## src/hw/cs_decoder_map.svh

```systemverilog
/*
 * Register offsets, field positions, reset values and timing counts of
 * the block chip-select decoder. Assumes a word-indexed register port.
 */
`ifndef CS_DECODER_MAP_SVH
`define CS_DECODER_MAP_SVH

// Register index = base + 4 * block; each block owns four slots
`define CSD_OFF_START      6'h00
`define CSD_OFF_MASK       6'h01
`define CSD_OFF_CTRL_LOW   6'h02
`define CSD_OFF_CTRL_HIGH  6'h03
`define CSD_OFF_STATUS     6'h18
`define CSD_BLOCK_STRIDE   3'h4

// Control high fields
`define CSD_HI_ENABLE      7
`define CSD_HI_RANGE_MODE  6
`define CSD_HI_TYPE_LSB    2
`define CSD_HI_WIDTH_LSB   0
// Control low fields
`define CSD_LO_WRITE_LSB   4
`define CSD_LO_READ_LSB    0

`define CSD_RESET_START    8'h00
`define CSD_RESET_MASK     8'h00
`define CSD_RESET_LOW      8'h22
`define CSD_RESET_HIGH     8'h00

// Least bus cycle in wait-pin mode, in states
`define CSD_MIN_STATES     3'h2

`endif

```

## src/hw/cs_decoder_pkg.sv

```systemverilog
/*
 * Types shared by the block chip-select decoder.
 * Assumes the map header is included alongside.
 */
`default_nettype none
package cs_decoder_pkg;
    typedef enum logic [1:0] {
        WIDTH8  = 2'h0,
        WIDTH16 = 2'h1,
        WIDTH32 = 2'h2
    } bus_width_t;

    typedef enum logic [1:0] {
        MEM_SRAM = 2'h0,
        MEM_DRAM = 2'h2
    } mem_type_t;

    typedef struct packed {
        logic       req;
        logic       write;
        logic [23:0] addr;
    } cpu_req_t;

    typedef struct packed {
        logic [5:0] block_chip_select_n;
        logic [1:0] width;
        logic       dram;
        logic       pageRom;
        logic       busy;
        logic       done;
    } bus_out_t;
endpackage
`default_nettype wire

```

## src/hw/block_chip_select_decoder.sv

```systemverilog
/*
 * Six-area chip-select decoder with per-block width, type and wait control.
 * Assumes the CPU holds its request until done and that internal I/O and
 * memory hits are flagged by the CPU side on the same clock.
 */
// What this block does
// Six block areas 0 to 5, each with start address and size.
// DRAM type only accepted for blocks 1 and 3.
// SRAM/ROM runs normal cycle; DRAM hands off to DRAM controller.
// ROM page mode flagged only for block 2.
// Each block has its own 8, 16 or 32-bit width.
// Separate read/write waits: 0 to 3 fixed, or wait pin.
// Boot pins sampled at reset release pick the start width.
// Afterwards width comes only from each block's width field.
// After reset only block 2 active, whole space, boot width.
// Software programs start and mask, then control with enable.
// Address compared with start, masked bits skipped, chip select low.
// Start bits map to A23..A16, 64 Kbyte aligned.
// Mask bit 0 compares, 1 excludes.
// Maskable: block 0 A20..A16, block 1 A21..A8, others A22..A15.
// Block 1 one mask bit covers A15..A9; A23, A22 always compared.
// Blocks 2 to 5 always compare A23.
// Block 2 range mode 0 whole space, 1 decoded normally.
// Priority internal I/O, internal memory, then blocks 0 to 5.
// Unmatched access goes to block 2 settings and chip select.
// Type field 00 SRAM/ROM, 10 DRAM, others reserved.
// Width field 00 8-bit, 01 16-bit, 10 32-bit.
// Wait-pin cycle at least 2 states, stretched while wait low.
// Chip select only during active cycle of enabled hit block, or of block 2 (enabled or not) when none hits.
// Software keeps excluded mask bits contiguous from the bottom.
`include "cs_decoder_map.svh"
`default_nettype none
module block_chip_select_decoder
    import cs_decoder_pkg::*;
#(
    parameter int BLOCKS = 6
)(
    // Clock and reset
    input  wire logic        clk,
    input  wire logic        rstn,
    // Register port
    input  wire logic [5:0]  regAddr,
    input  wire logic [7:0]  regWdata,
    input  wire logic        regWrite,
    input  wire logic        regRead,
    output var  logic [7:0]  regRdata,
    // CPU bus request
    input  wire cpu_req_t    cpuReq,
    input  wire logic        internalHit,
    // Pins
    input  wire logic        boot_width_sel_hi,
    input  wire logic        boot_width_sel_lo,
    input  wire logic        waitN,
    // Memory side
    output var  bus_out_t    busOut
);

    typedef enum logic [1:0] {
        IDLE   = 2'h0,
        ACCESS = 2'h1,
        FINISH = 2'h2
    } state_t;

    logic [7:0] startQ [BLOCKS];
    logic [7:0] maskQ  [BLOCKS];
    logic [7:0] lowQ   [BLOCKS];
    logic [7:0] highQ  [BLOCKS];

    // Pin synchronisers
    logic [1:0] bootMeta;
    logic [1:0] bootSync;
    logic       waitMeta;
    logic       waitSync;
    logic       bootTakenQ;
    logic [1:0] bootWidthQ;

    always_ff @(posedge clk)
    begin
        bootMeta <= {boot_width_sel_hi, boot_width_sel_lo};
        bootSync <= bootMeta;
        waitMeta <= waitN;
        waitSync <= waitMeta;
    end

    // sample boot pins
    // Caught one cycle after release, once the synchroniser holds pin state
    always_ff @(posedge clk)
    begin
        if (!rstn)
            bootTakenQ <= 1'b0;
        else
            bootTakenQ <= 1'b1;
    end

    always_ff @(posedge clk)
    begin
        if (!rstn)
            bootWidthQ <= 2'h0;
        else if (!bootTakenQ)
            bootWidthQ <= (bootSync == 2'h3) ? 2'h0 : bootSync;
    end

    // Register decode
    logic [2:0] selBlock;
    logic [1:0] selSlot;
    logic       selValid;
    assign selBlock = regAddr[4:2];
    assign selSlot  = regAddr[1:0];
    assign selValid = (regAddr < `CSD_OFF_STATUS);

    logic       busyQ;
    logic [5:0] csQ;

    // Read data; unmapped addresses read zero
    logic [7:0] rdMux;
    assign rdMux = (regAddr == `CSD_OFF_STATUS) ? {busyQ, 1'b0, csQ} :
                   !selValid ? 8'h00 :
                   (selSlot == 2'(`CSD_OFF_START))    ? startQ[selBlock] :
                   (selSlot == 2'(`CSD_OFF_MASK))     ? maskQ[selBlock]  :
                   (selSlot == 2'(`CSD_OFF_CTRL_LOW)) ? lowQ[selBlock]   :
                                                        highQ[selBlock];

    always_ff @(posedge clk)
    begin
        if (!rstn)
            regRdata <= 8'h00;
        else if (regRead)
            regRdata <= rdMux;
    end

    // Per-block registers and comparators
    logic [BLOCKS-1:0] hit;
    logic [1:0]        blkWidth [BLOCKS];

    genvar b;
    generate
        for (b = 0; b < BLOCKS; b++)
        begin : gBlk
            logic        wrHere;
            logic [23:8] careBits;
            logic [1:0]  typeIn;
            assign wrHere = regWrite && selValid && (selBlock == 3'(b));
            // DRAM restricted
            // type encoding
            assign typeIn = (regWdata[`CSD_HI_TYPE_LSB +: 2] == MEM_DRAM && (b == 1 || b == 3))
                            ? MEM_DRAM : MEM_SRAM;

            // programmed registers
            always_ff @(posedge clk)
            begin
                if (!rstn)
                begin
                    startQ[b] <= `CSD_RESET_START;
                    maskQ[b]  <= `CSD_RESET_MASK;
                    lowQ[b]   <= `CSD_RESET_LOW;
                    // only block 2 enabled at reset
                    highQ[b]  <= (b == 2) ? 8'h80 : `CSD_RESET_HIGH;
                end
                else
                begin
                    if (wrHere && selSlot == 2'(`CSD_OFF_START))
                        startQ[b] <= regWdata;
                    if (wrHere && selSlot == 2'(`CSD_OFF_MASK))
                        maskQ[b] <= regWdata;
                    if (wrHere && selSlot == 2'(`CSD_OFF_CTRL_LOW))
                        lowQ[b] <= regWdata;
                    if (wrHere && selSlot == 2'(`CSD_OFF_CTRL_HIGH))
                        highQ[b] <= {regWdata[7], (b == 2) ? regWdata[6] : 1'b0,
                                     2'h0, typeIn,
                                     (regWdata[1:0] == 2'h3) ? 2'h0 : regWdata[1:0]};
                    // boot width into block 2
                    else if (b == 2 && !bootTakenQ)
                        highQ[b][`CSD_HI_WIDTH_LSB +: 2] <=
                            (bootSync == 2'h3) ? 2'h0 : bootSync;
                end
            end

            // width from control field
            assign blkWidth[b] = highQ[b][`CSD_HI_WIDTH_LSB +: 2];

            // mask 1 excludes
            // maskable ranges
            // block 1 grouped bit
            // A23 always compared
            if (b == 0)
            begin : gM0
                // A15..A8 have no mask bit here, so they always take part
                assign careBits = {2'h3, 1'b1, ~maskQ[b][4:0], 8'hFF};
            end
            else if (b == 1)
            begin : gM1
                assign careBits = {2'h3, ~maskQ[b][7:2], {7{~maskQ[b][1]}}, ~maskQ[b][0]};
            end
            else
            begin : gMn
                assign careBits = {1'b1, ~maskQ[b][7:0], 7'h00};
            end

            // compare
            // start on A23..A16
            // range mode
            assign hit[b] = highQ[b][`CSD_HI_ENABLE] &&
                ((b == 2 && !highQ[b][`CSD_HI_RANGE_MODE]) ||
                 ((((cpuReq.addr[23:8] ^ {startQ[b], 8'h00}) & careBits)) == 16'h0000));
        end
    endgenerate

    // priority encode
    // unmatched to block 2
    logic [2:0] winner;
    always_comb
    begin
        winner = 3'h2;
        for (int i = BLOCKS - 1; i >= 0; i--)
            if (hit[i])
                winner = 3'(i);
    end

    // Wait selection
    logic [2:0] waitCode;
    logic       pinMode;
    logic [2:0] fixedStates;
    assign waitCode = cpuReq.write ? lowQ[winner][`CSD_LO_WRITE_LSB +: 3]
                                   : lowQ[winner][`CSD_LO_READ_LSB +: 3];
    // wait codes
    assign pinMode = (waitCode == 3'h3);
    assign fixedStates = (waitCode == 3'h1) ? 3'h2 :
                         (waitCode == 3'h5) ? 3'h4 :
                         (waitCode == 3'h6) ? 3'h5 : 3'h3;

    state_t     stateQ;
    state_t     stateD;
    logic [2:0] cntQ;
    logic [2:0] targetQ;
    logic       pinQ;
    logic       endNow;
    // minimum two states then wait pin
    assign endNow = pinQ ? (cntQ >= `CSD_MIN_STATES - 3'h1 && waitSync)
                         : (cntQ >= targetQ - 3'h1);

    always_comb
    begin
        stateD = stateQ;
        case (stateQ)
            IDLE:
                if (cpuReq.req && !internalHit)
                    stateD = ACCESS;
            ACCESS:
                if (endNow)
                    stateD = FINISH;
            FINISH:
                stateD = IDLE;
            default:
                stateD = IDLE;
        endcase
    end

    always_ff @(posedge clk)
    begin
        if (!rstn)
        begin
            stateQ  <= IDLE;
            cntQ    <= 3'h0;
            targetQ <= 3'h3;
            pinQ    <= 1'b0;
        end
        else
        begin
            stateQ <= stateD;
            cntQ   <= (stateQ == ACCESS && !endNow && cntQ != 3'h7) ? cntQ + 3'h1 : 3'h0;
            if (stateQ == IDLE)
            begin
                targetQ <= fixedStates;
                pinQ    <= pinMode;
            end
        end
    end

    // chip select during cycle only
    // DRAM bypasses ordinary strobe
    // page mode only on block 2
    logic       dramSel;
    logic [2:0] winQ;
    assign dramSel = (highQ[winner][`CSD_HI_TYPE_LSB +: 2] == MEM_DRAM);

    always_ff @(posedge clk)
    begin
        if (!rstn)
        begin
            csQ    <= 6'h00;
            busyQ  <= 1'b0;
            winQ   <= 3'h2;
            busOut <= '{block_chip_select_n: 6'h3F, width: 2'h0, dram: 1'b0, pageRom: 1'b0,
                        busy: 1'b0, done: 1'b0};
        end
        else
        begin
            if (stateQ == IDLE && stateD == ACCESS)
            begin
                winQ         <= winner;
                csQ          <= dramSel ? 6'h00 : 6'(6'h01 << winner);
                // per-block width
                busOut.width <= blkWidth[winner];
                busOut.dram  <= dramSel;
                busOut.pageRom <= (winner == 3'h2) && !dramSel;
            end
            else if (stateD == IDLE)
                csQ <= 6'h00;
            busOut.block_chip_select_n  <= (stateD == ACCESS) ?
                           ~((stateQ == IDLE) ? (dramSel ? 6'h00 : 6'(6'h01 << winner)) : csQ)
                           : 6'h3F;
            busOut.busy <= (stateD == ACCESS);
            busyQ       <= (stateD == ACCESS);
            busOut.done <= (stateQ == ACCESS) && endNow;
        end
    end

endmodule
`default_nettype wire

```

## config.mk

```make
export PLATFORM = sky130hd
export DESIGN_NAME = block_chip_select_decoder
export DESIGN_NICKNAME = d
export VERILOG_FILES = /design/src/hw/cs_decoder_pkg.sv /design/src/hw/block_chip_select_decoder.sv
export VERILOG_INCLUDE_DIRS = /design/src /design/src/hw
export SDC_FILE = /design/constraint.sdc
export NUM_CORES = 1
export LEC_CHECK = 0
export BUFFER_PORTS_ARGS = -buffer_cell sky130_fd_sc_hd__buf_2
export CORE_MARGIN = 10
export CORE_UTILIZATION = 60
export DETAILED_ROUTE_END_ITERATION = 8
export GPL_ROUTABILITY_DRIVEN = 0
export GPL_TIMING_DRIVEN = 0
export PLACE_DENSITY_LB_ADDON = 0.05
export SLEW_MARGIN = 20
export SYNTH_ARGS = -nofsm -noshare
export SYNTH_HDL_FRONTEND = slang
export SYNTH_SLANG_ARGS = --single-unit
```

## constraint.sdc

```tcl
create_clock -name clk -period 4.25 [get_ports clk]
set_input_delay 0.6375 -clock clk [delete_from_list [all_inputs] [get_ports clk]]
set_output_delay 0.6375 -clock clk [all_outputs]
set_load 0.03 [all_outputs]
```

Word level (Yosys, flattened, before mapping)
Memories as Yosys holds them, arrays and structs flattened. Index checks and enable logic that the tools add are counted.

$add $sub $neg: 2. Magnitude comparators: 4. Equal/unequal tests: 21. Shift operators: 1. Multiplexer cells: 132. Bitwise logic cells: 47. Reductions and logical operators: 62.

Operator list (number): $mux W8 (23); $and A16 B16 Y16 (6); $logic_not A16 Y1 (6); $xor A16 B16 Y16 (6); $mux W1 (79); $mux W6 (10); $logic_and A1 B1 Y1 (44); $not A8 Y8 (4); $mux W3 (10); $or A1 B1 Y1 (25); $mux W2 (8); $eq A2 B2 Y1 const B (6); $eq A3 B2 Y1 const B (4); $eq A3 B3 Y1 const B (4); $not A6 Y6 (2); $bmux W2 S3 (1); $eq A2 B1 Y1 const B (3); $eq A3 B1 Y1 const B (2); $eq A6 B5 Y1 const B (1); $logic_not A2 Y1 (3); $lt A6 B5 Y1 const B (1); $shl A1 B3 Y6 const A (1); $not A5 Y5 (1); $ge A4 B4 Y1 const B (1); 13 further kinds (18).

Bits in registers: 42. RAM bits: 180. Input bits: 48. Output and inout port bits: 20. Logic and storage cells: 290. Memories: 4.

Memory list: lowQ (words 6, width 8, read ports 2, clocked after Yosys merged registers in 0, write ports 6, RTL line block_chip_select_decoder.sv:66) `logic [7:0] lowQ [BLOCKS];`; maskQ (words 6, width 8, read ports 7, clocked after Yosys merged registers in 0, write ports 6, RTL line block_chip_select_decoder.sv:65) `logic [7:0] maskQ [BLOCKS];`; startQ (words 6, width 8, read ports 7, clocked after Yosys merged registers in 0, write ports 6, RTL line block_chip_select_decoder.sv:64) `logic [7:0] startQ [BLOCKS];`; highQ (words 6, width 6, read ports 8, clocked after Yosys merged registers in 0, write ports 6, RTL line block_chip_select_decoder.sv:67) `logic [7:0] highQ [BLOCKS];`.

Longest topological paths before layout
Gate-level depths: netlist (run 1). An unclocked memory read counts as a cell.

Depth after elaboration: 17. Mapped depth: 12. Mapped depth without buffers: 10.

Worst setup path after synthesis (run 1)
No wires, ideal clock.

Path type: input -> register. Start: input port regAddr[3]. End: memory lowQ[2][0], enable pin. Setup time: 384 ps. Arrival time: 3126 ps. Required time: 3866 ps. Setup slack: 740 ps. Stages: 7. Buffers on the path: 4. Cells stage by stage: clkbuf_1 -> buf_1 -> clkbuf_1 -> nor2b_1 -> nand2_1 -> clkbuf_1 -> o21ai_0.

RTL lines: start: declaration (RTL line block_chip_select_decoder.sv:42) `input wire logic [5:0] regAddr,`; end: declaration (RTL line block_chip_select_decoder.sv:66).

==> flow_summary_export.csv, run 1 <==
group,metric,value,unit
outcome,outcome,"finished clean",
grt,grt_max_degree,15,
yosys,muxShareOfSynthArea,0.109,
hold_path,hp-start,"boot_width_sel_lo",
grt,grt_pass1_vias,8151,
grt,grt_usage,0.271,
final_layout,nNetsFinal,1016,
yosys,synth-edff-count,165,
placement,portBuffers,47,
yosys,ys_dominant_reg_cell,"edfxtp_1",
route,detail_route.wl_per_cell,27.3,um
clock_tree,cts_buffer_depth,3,
timing,fin_worst_skew,24.2,ps
yosys,synth_common_cells,"edfxtp_1, and2_1, nand2_1",
grt,globalRouteOverflowTotal,0,
clock_tree,cts.sinks,207,
yosys,synthAdderAreaFrac,0.00823,
timing,finalWorstPathRequiredPeriod,4240,ps
route,drc,0,
yosys,synth.most_common_cell,"edfxtp_1",
clock_tree,cts_made_buffers,22,
worst_setup_path,reg2regPathDepth,10,
die,die_w,153,um
placement,numPlacedInstances,1162,
yosys,synth_xor_xnor_area_share,0.0419,
worst_setup_path,rr_startpoint,"startQ[1][6]$_SDFFCE_PN0P_",
yosys,synth_top_family_by_area,"simple AND/OR/NAND/NOR gates",
clock_tree,cts_max_level,1,
hold_path,hp-class,"in2reg",
timing,max-slew-margin-rel,0.275,
yosys,yosysTopAreaCellShare,0.466,
yosys,yosys_warnings,0,
final_layout,final_util,0.688,
timing,worstMarginPinSlew,1080,ps
yosys,postSynthCellCount,890,
worst_setup_path,worstPathRequired,4380,ps
route,finalWirelength,32.8,mm
final_layout,fin_cells,1202,
yosys,async_flop_share,0,
final_layout,drive_gt1_frac,0.155,
final_layout,nFillCells,1286,
yosys,synth.area.top_cells,"edfxtp_1, mux4_2, dfxtp_1",
timing,finalMaxSlewViolations,0,
yosys,synth_seq_cells,207,
timing,fin_crit_sh,0.997,
route,drtAntennaViolNets,0,
timing,setup_viol,0,
die,num_io_pins,68,
worst_setup_path,ff2ff_setup_slack,580,ps
die,die_h,153,um
clock_tree,postCtsHoldBufs,0,
clock_tree,clockRootBuffer,"clkbuf_16",
yosys,synth_area,10600,sq um
route,drt_iter0_drc,1129,
timing,rsz0062_at_grt,"false",
pwr,p_per_area,416,nW/um^2
hold_path,worst_hold_path.endpoint,"bootMeta[0]$_DFF_P_",
die,dieArea,23500,sq um
yosys,ys_seq_area_frac,0.545,
final_layout,diodes,0,
yosys,synth.distinct_cells,63,
die,num_rows,48,
pwr,p_leak,4.19,nW
route,vias,8046,
hold_path,whs_path_depth,1,
grt,grt_pass1_wl,49.2,mm
timing,setup_slack,12.3,ps
route,detail_route.vias_per_cell,6.69,
timing,max_freq,236,MHz
yosys,synth_top_cell_by_area,"edfxtp_1",
final_layout,syn2layout_area_growth,12.2,%
worst_setup_path,critical_path.endpoint_type,"flop",
timing,hold_viol,0,
placement,hpwlAfterDp,24.6,mm
grt,antenna_found_initial,1,
die,design.core.area,17400,sq um
placement,place_ws,-673,ps
clock_tree,cts_tree,"done",
pwr,max-vdd-ir-drop,0.393,mV
worst_setup_path,rr_endpoint,"targetQ[1]$_SDFFE_PN1P_",
worst_setup_path,start_kind,"input pin",
route,first_pass_iters,5,
worst_setup_path,crit_type,"in2reg",
yosys,synth-compound-area-share,0.0995,
yosys,yosys.area_share.simple,0.163,
die,initial_utilization,0.613,
yosys,syn_nets,945,
worst_setup_path,crit_fanout,10,
clock_tree,clk_latency,520,ps
clock_tree,path_clk_slew,60,ps
run,cap_violations,0,
yosys,synth.avg_cell_area,12.0,sq um
worst_setup_path,arrival,4370,ps
==> placed cells by master (no fill, tap or decap), types with 4 or more instances in the layout <==
| cell | instances |
|---|---|
| o221ai_1 | 4 |
| a21oi_1 | 19 |
| inv_1 | 15 |
| a21boi_0 | 7 |
| o21ai_0 | 25 |
| nand2_1 | 49 |
| nand3_1 | 6 |
| mux4_2 | 38 |
| nor3_1 | 48 |
| a221oi_1 | 7 |
| o2111ai_1 | 4 |
| buf_1 | 8 |
| ha_1 | 7 |
| o22ai_1 | 22 |
| buf_2 | 56 |
| or3_1 | 14 |
| a32o_1 | 4 |
| and2_1 | 102 |
| o21ai_1 | 21 |
| clkbuf_1 | 48 |
| a22o_1 | 7 |
| clkbuf_16 | 27 |
| a211oi_1 | 5 |
| or2_2 | 5 |
| mux2i_1 | 30 |
| edfxtp_1 | 165 |
| nor3b_1 | 5 |
| xnor2_1 | 48 |
| nor2_1 | 48 |
| o211ai_1 | 6 |
| dfxtp_1 | 42 |
| nor2b_1 | 11 |
| nand3b_1 | 5 |
| nand2b_1 | 12 |
==> power breakdown <==
group	internal (mW)	switching (mW)	total, mW
Clock	1.22	0.806	2.02
Sequential	2.29	0.0733	2.37
Combinational	0.216	0.366	0.582
Total	3.72	1.25	4.97
==> critical path, stage by stage <==
cell	delay, ps
clkbuf_1	450
clkbuf_1	720
buf_1	780
and3b_1	310
nand2_1	290
clkbuf_1	360
o21ai_1	810
==> layer usage <==
| metal | part of all wire | vias up | track usage |
|---|---|---|---|
| li1 | - | 3452 | - |
| met1 | 0.36 | 3904 | 0.330 |
| met2 | 0.46 | 545 | 0.430 |
| met3 | 0.11 | 145 | 0.0777 |
| met4 | 0.061 | 0 | 0.144 |
| met5 | 0 | - | 0 |
==> timing repair <==
item                       4_1_cts  5_1_grt
hold endpoints to repair         0        0
buffers inserted                 0        0
setup endpoints to repair       40       42
resized for setup                5        3
==> through the flow <==
step	hold WS, ps	area, sq um	power [mW]	TNS [ps]
2_1_floorplan	310	10600	2.75	0
3_3_place_gp	312	11200	2.95	-42120
3_5_place_dp	315	11200	2.97	-36560
4_1_cts	216	11900	4.94	0
5_1_grt	208	11900	5.10	0
6_report	215	11900	4.97	0
==> sequential cells by signal (all words and copies together) (netlist names), 3 cells and up <==
signal,cells
highQ,21
busOut,11
csQ,6
cntQ,3
lowQ,48
regRdata,8
targetQ,3
maskQ,48
startQ,48
==> cell type report <==
cell class	count	area, sq um	share of cell area
Timing Repair Buffer	47	235	0.0197
Tap cell	225	282	0.0236
Multi-Input combinational cell	600	4490	0.376
Sequential cell	207	5800	0.486
Clock inverter	8	68.8	0.00577
Buffer	68	302	0.0253
Inverter	15	56.3	0.00472
Clock buffer	32	704	0.0590
==> worst max path at each step <==
stage / startpoint / end / slack [ps] / depth (start not counted)
floorplan: regAddr[3] / lowQ[2][0]$_SDFFCE_PN0P_ / 740 / 7
finish: regAddr[2] / lowQ[3][3]$_SDFFCE_PN0P_ / 10 / 7
global placement: regAddr[3] / lowQ[2][0]$_SDFFCE_PN0P_ / -700 / 7
detailed placement: regAddr[2] / lowQ[1][0]$_SDFFCE_PN0P_ / -670 / 7
CTS: regAddr[3] / lowQ[2][3]$_SDFFCE_PN0P_ / 130 / 7
global route: regAddr[2] / startQ[1][2]$_SDFFCE_PN0P_ / 50 / 7
==> cells by family after synthesis <==
kind of cell | Yosys count
fa+ha+maj | 7
compound gates | 155
flops | 207
xor+xnor | 50
mux | 68
simple gates | 320
buf+inv | 83
(Power assumes the default switching activity.)
==> run 2: changes to the inputs <==
Settings changed: CORE_UTILIZATION 60 to 25, PLACE_DENSITY_LB_ADDON 0.05 to 0.12, RECOVER_POWER set to 100.
==> run 2 against run 1 <==
Compared with the run above:
- core utilization down 39 points
- clock skew down 6.1 ps
- flip-flop and latch count unchanged
- die area up 120%
- global-route usage down 11 points
- routed wire length up 24%
- cell count up 27%
- register-to-register slack worse by 380 ps
- critical path depth up 4
==> flow_summary_export.csv, run 2 (synthesis results as in run 1) <==
group,metric,value,unit
outcome,outcome,"finished clean",
worst_setup_path,crit_type,"reg2reg",
worst_setup_path,cpLargestDelayFamily,"compound AO/OA/AOI/OAI gates",
placement,place_ws,-963,ps
route,drtAntennaViolNets,0,
placement,placed_cell_area,11600,sq um
clock_tree,cts_made_buffers,25,
grt,grt_usage,0.158,
final_layout,drive_gt1_frac,0.136,
worst_setup_path,crit_fanout,8,
timing,hold_viol,0,
timing,fin_crit_sh,0.953,
placement,portBuffers,47,
clock_tree,cts_tree,"done",
pwr,max-vdd-ir-drop,0.206,mV
clock_tree,cts.sinks,207,
grt,grt_pass1_wl,57.5,mm
clock_tree,postCtsHoldBufs,0,
timing,setup_viol,0,
hold_path,hp-start,"boot_width_sel_lo",
die,die_h,226,um
hold_path,worst_hold_path.endpoint,"bootMeta[0]$_DFF_P_",
clock_tree,cts_buffer_depth,3,
worst_setup_path,rr_endpoint,"targetQ[0]$_SDFFE_PN1P_",
timing,worstMarginPinSlew,1350,ps
pwr,p_leak,4.10,nW
clock_tree,cts_max_level,1,
worst_setup_path,start_kind,"flop",
hold_path,hp-class,"in2reg",
pwr,p_per_area,418,nW/um^2
clock_tree,clockRootBuffer,"clkbuf_16",
worst_setup_path,critical_path.endpoint_type,"flop",
die,design.core.area,42000,sq um
route,drc,0,
final_layout,largestRegisters,"lowQ: 48 flops, maskQ: 48 flops, startQ: 48 flops",
grt,grt_max_degree,14,
final_layout,layout_common_cells,"edfxtp_1, clkbuf_1, and2_0",
worst_setup_path,rr_startpoint,"startQ[5][0]$_SDFFCE_PN0P_",
route,detail_route.wl_per_cell,26.7,um
timing,fin_worst_skew,18.1,ps
placement,hpwlAfterDp,31.2,mm
timing,max_freq,247,MHz
grt,grt_pass1_vias,7723,
route,finalWirelength,40.8,mm
die,num_io_pins,68,
timing,max-slew-margin-rel,0.0894,
grt,antenna_found_initial,2,
timing,setup_slack,201,ps
die,die_w,226,um
worst_setup_path,crit_slowest_cell,"a221oi_1",
clock_tree,path_clk_slew,60,ps
hold_path,whs_path_depth,1,
final_layout,syn2layout_area_growth,16.4,%
die,num_rows,75,
final_layout,nFillCells,4411,
timing,finalMaxSlewViolations,0,
route,vias,7640,
final_layout,nNetsFinal,1024,
timing,rsz0062_at_grt,"false",
worst_setup_path,crit_chain,"xnor2_1, o2111ai_1, or4_1, a221oi_1, nor2b_1, buf_4, a221oi_1, o21ai_0, a32o_1, nor3b_1, o21ai_0",
die,initial_utilization,0.253,
worst_setup_path,cp_slowest_stage_delay,1080,ps
final_layout,final_common_cell,"edfxtp_1",
route,drt_iter0_drc,638,
final_layout,diodes,0,
worst_setup_path,crit_start,"startQ[5][0]$_SDFFCE_PN0P_",
grt,globalRouteOverflowTotal,0,
worst_setup_path,ff2ff_setup_slack,200,ps
worst_setup_path,arrival,4420,ps
worst_setup_path,worstPathRequired,4620,ps
run,cap_violations,0,
route,first_pass_iters,5,
final_layout,stdcell_area,12400,sq um
clock_tree,post_cts_buffers,0,
clock_tree,clk_latency,540,ps
route,detail_route.vias_per_cell,5.01,
worst_setup_path,reg2regPathDepth,11,
worst_setup_path,worst-path-buf-inv,1,
timing,finalWorstPathRequiredPeriod,4050,ps
die,dieArea,51200,sq um
-- run 2: cell types whose count changed in the layout (fill, tap and decap cells not counted), moves of 3 or more --
cell      before  now
and2_0         0   52
and2_1       102   50
buf_1          8    5
buf_2         56   32
clkbuf_1      48   75
clkinv_1       2    7
o21ai_0       25   34
o21ai_1       21    7
o21ai_2        1    6
-- run 2: how the worst max path moves through the flow --
stage,end,slack [ps],cells past startpoint
after floorplan,lowQ[2][0]$_SDFFCE_PN0P_,740,7
after global placement,lowQ[2][2]$_SDFFCE_PN0P_,-1230,7
after detailed placement,startQ[2][4]$_SDFFCE_PN0P_,-960,7
after global routing,maskQ[1][1]$_SDFFCE_PN0P_,10,7
final,targetQ[0]$_SDFFE_PN1P_,200,11
after CTS,maskQ[2][0]$_SDFFCE_PN0P_,150,7
-- run 2: report_power, final --
part,switching (mW),internal (mW)
Clock,0.881,1.31
Combinational,0.395,0.214
Sequential,0.0775,2.29
-- run 2: layout make-up --
type	count	area (sq um)	area share
Clock inverter	10	97.6	0.00788
Sequential cell	207	5800	0.468
Clock buffer	33	728	0.0588
Buffer	68	314	0.0254
Inverter	15	56.3	0.00455
Tap cell	539	674	0.0545
Timing Repair Buffer	52	231	0.0187
Multi-Input combinational cell	600	4490	0.362
-- run 2: metrics by stage --
| stage | hold slack, ps | setup TNS (ps) | util | instances | power, mW |
|---|---|---|---|---|---|
| after global placement | 315 | -102300 | 0.275 | 1476 | 3.03 |
| final | 207 | 0 | 0.295 | 1524 | 5.18 |
| after CTS | 184 | 0 | 0.296 | 1524 | 5.23 |
| after detailed placement | 312 | -58110 | 0.276 | 1481 | 3.03 |
| after global routing | 188 | 0 | 0.295 | 1524 | 5.34 |
| after floorplan | 310 | 0 | - | 890 | 2.75 |
-- run 2: repair_timing --
action	in CTS	in global routing
endpoints found under the setup margin	56	18
gates resized for setup	7	4
pin swaps	0	0
-- run 2: worst reg2reg max path, stage by stage, from the launching register on --
cell,delay (ps)
edfxtp_1,490
xnor2_1,180
o2111ai_1,170
or4_1,660
a221oi_1,1080
nor2b_1,230
buf_4,180
a221oi_1,60
o21ai_0,250
a32o_1,310
nor3b_1,180
o21ai_0,90
-- run 2: metal layers --
layer	routed length (um)	global-route usage	up-vias
met5	0	0	-
met4	1010	0.0428	0
met3	2680	0.0337	51
met2	19200	0.257	250
met1	17900	0.209	3869
li1	-	-	3470
==> run 3: changes to the inputs <==
Settings changed: CELL_PAD_IN_SITES_DETAIL_PLACEMENT set to 1, CELL_PAD_IN_SITES_GLOBAL_PLACEMENT set to 1, CORE_UTILIZATION 25 to 50.
==> run 3 against run 2 <==
Compared with the run above:
- the run now ends with capacitance limit, slew limit left
- clock power is 14% lower
- clock skew is 4.3 ps lower
- via count is 5.9% higher
- routed wire length is 8.8% lower
- hold slack better by 14 ps
- critical path depth is 4 lower
- flip-flop and latch count stayed put
- power is 6.2% lower
- die area is 46% lower
- fmax is 4.0% lower
- final area is 4.3% lower
==> flow_summary_export.csv, run 3 (synthesis results as in run 1) <==
group,metric,value,unit
outcome,outcome,"complete, but fails checks",
outcome,violations,"capacitance limit, slew limit",
pwr,internal_power,3.58,mW
pwr,seqPwrFrac,0.488,
timing,rsz0062_at_grt,"true",
clock_tree,clk_latency,520,ps
route,drt_iter0_drc,921,
route,detail_route.wl_per_cell,29.7,um
grt,globalRouteOverflowTotal,0,
placement,placed_cell_area,11200,sq um
pwr,swShare,0.262,
final_layout,stdcell_area,11900,sq um
route,first_pass_iters,7,
final_layout,diodes,0,
timing,finalMaxSlewViolations,18,
worst_setup_path,crit_type,"in2reg",
die,initial_utilization,0.508,
final_layout,layout_common_cells,"edfxtp_1, and2_0, clkbuf_1",
hold_path,hp-class,"in2reg",
clock_tree,cts_max_level,1,
clock_tree,path_clk_slew,50,ps
route,detail_route.vias_per_cell,6.45,
timing,fin_crit_sh,0.992,
worst_setup_path,crit_chain,"clkbuf_1, buf_1, clkbuf_1, nor2b_1, nand2_1, clkbuf_1, o21ai_1",
placement,place_ws,-884,ps
die,design.core.area,21000,sq um
die,num_io_pins,68,
die,die_h,166,um
route,finalWirelength,37.2,mm
pwr,power,4.86,mW
pwr,p_switching,1.27,mW
grt,grt_use_met1,0.318,
final_layout,final_common_cell,"edfxtp_1",
worst_setup_path,worstPathRequired,4380,ps
grt,top_usage_layer,"met2",
grt,grt_usage,0.259,
grt,use_met3,0.0495,
worst_setup_path,arrival,4350,ps
worst_setup_path,cp_slowest_stage_delay,780,ps
pwr,clock_power_share,0.389,
timing,holdWs,221,ps
timing,hold_viol,0,
timing,fin_worst_skew,13.8,ps
pwr,power_frac_comb,0.122,
final_layout,syn2layout_area_growth,11.4,%
timing,setup_slack,33.8,ps
clock_tree,cts_made_buffers,23,
worst_setup_path,crit_top_cell,"clkbuf_1",
final_layout,largestRegisters,"lowQ: 48 flops, maskQ: 48 flops, startQ: 48 flops",
clock_tree,postCtsHoldBufs,0,
worst_setup_path,critical_path.endpoint_type,"flop",
clock_tree,cts.sinks,207,
clock_tree,cts_buffer_depth,3,
timing,setup_viol,0,
timing,finalWorstPathRequiredPeriod,4220,ps
die,num_rows,53,
clock_tree,cts_tree,"done",
timing,worstMarginPinSlew,1660,ps
placement,portBuffers,47,
route,vias,8088,
final_layout,nNetsFinal,1017,
clock_tree,clockRootBuffer,"clkbuf_16",
worst_setup_path,cpLargestDelayFamily,"buffers and inverters",
final_layout,final_util,0.566,
grt,grt_pass1_wl,54.7,mm
die,dieArea,27500,sq um
route,drtAntennaViolNets,0,
placement,hpwlAfterDp,28.1,mm
worst_setup_path,crit_fanout,10,
pwr,p_per_area,410,nW/um^2
worst_setup_path,start_kind,"input pin",
grt,grt_pass1_vias,8444,
grt,grt_use_met2,0.440,
pwr,p_leak,3.99,nW
route,drc,0,
die,die_w,166,um
timing,max_freq,237,MHz
run,cap_violations,2,
worst_setup_path,worst-path-buf-inv,4,
grt,grt_max_degree,13,
pwr,max-vdd-ir-drop,0.347,mV
final_layout,drive_gt1_frac,0.124,
timing,max-slew-margin-rel,-0.117,
worst_setup_path,crit_slowest_cell,"o21ai_1",
grt,antenna_found_initial,0,
-- run 3: timing repair --
action	CTS	global route
buffers inserted	0	0
pin swaps	0	0
endpoints found under the setup margin	32	40
resized for setup	5	0
-- run 3: routing by layer --
| metal | share of wire | wire [um] |
|---|---|---|
| met4 | 0.043 | 1610 |
| met3 | 0.081 | 3020 |
| met5 | 0 | 0 |
| met1 | 0.39 | 14300 |
| met2 | 0.49 | 18200 |
-- run 3: through the flow --
step / TNS [ps] / std cells
global route: -4200 / 1253
CTS: 0 / 1253
detailed placement: -50340 / 1212
global placement: -64190 / 1212
finish: 0 / 1253
floorplan: 0 / 890
-- run 3: final timing paths --
kind                              end                  startpoint  depth (start not counted)  slack [ps]
max          lowQ[2][3]$_SDFFCE_PN0P_                  regAddr[3]                          7          30
min               bootMeta[0]$_DFF_P_           boot_width_sel_lo                          1         220
min reg2reg          waitSync$_DFF_P_            waitMeta$_DFF_P_                          0         330
max reg2reg    busOut[5]$_SDFFE_PN0N_  startQ[2][0]$_SDFFCE_PN0P_                         11         100
-- run 3: power groups by stage --
stage                     combinational [mW]  sequential [mW]  clock (mW)
after floorplan                        0.360             2.39           0
after global placement                 0.569             2.40           0
after detailed placement               0.586             2.41           0
after CTS                              0.592             2.37        1.89
after global routing                   0.625             2.38        1.97
final                                  0.595             2.37        1.89
-- run 3: area by class of cell --
cell class	count	area [sq um]
fill	2214	9100
sequential	207	5800
multi-input combinational	600	4450
clock buffer	34	666
tap	275	344
buffer	68	305
timing repair buffer	47	208
inverter	15	56.3
clock inverter	7	30.0
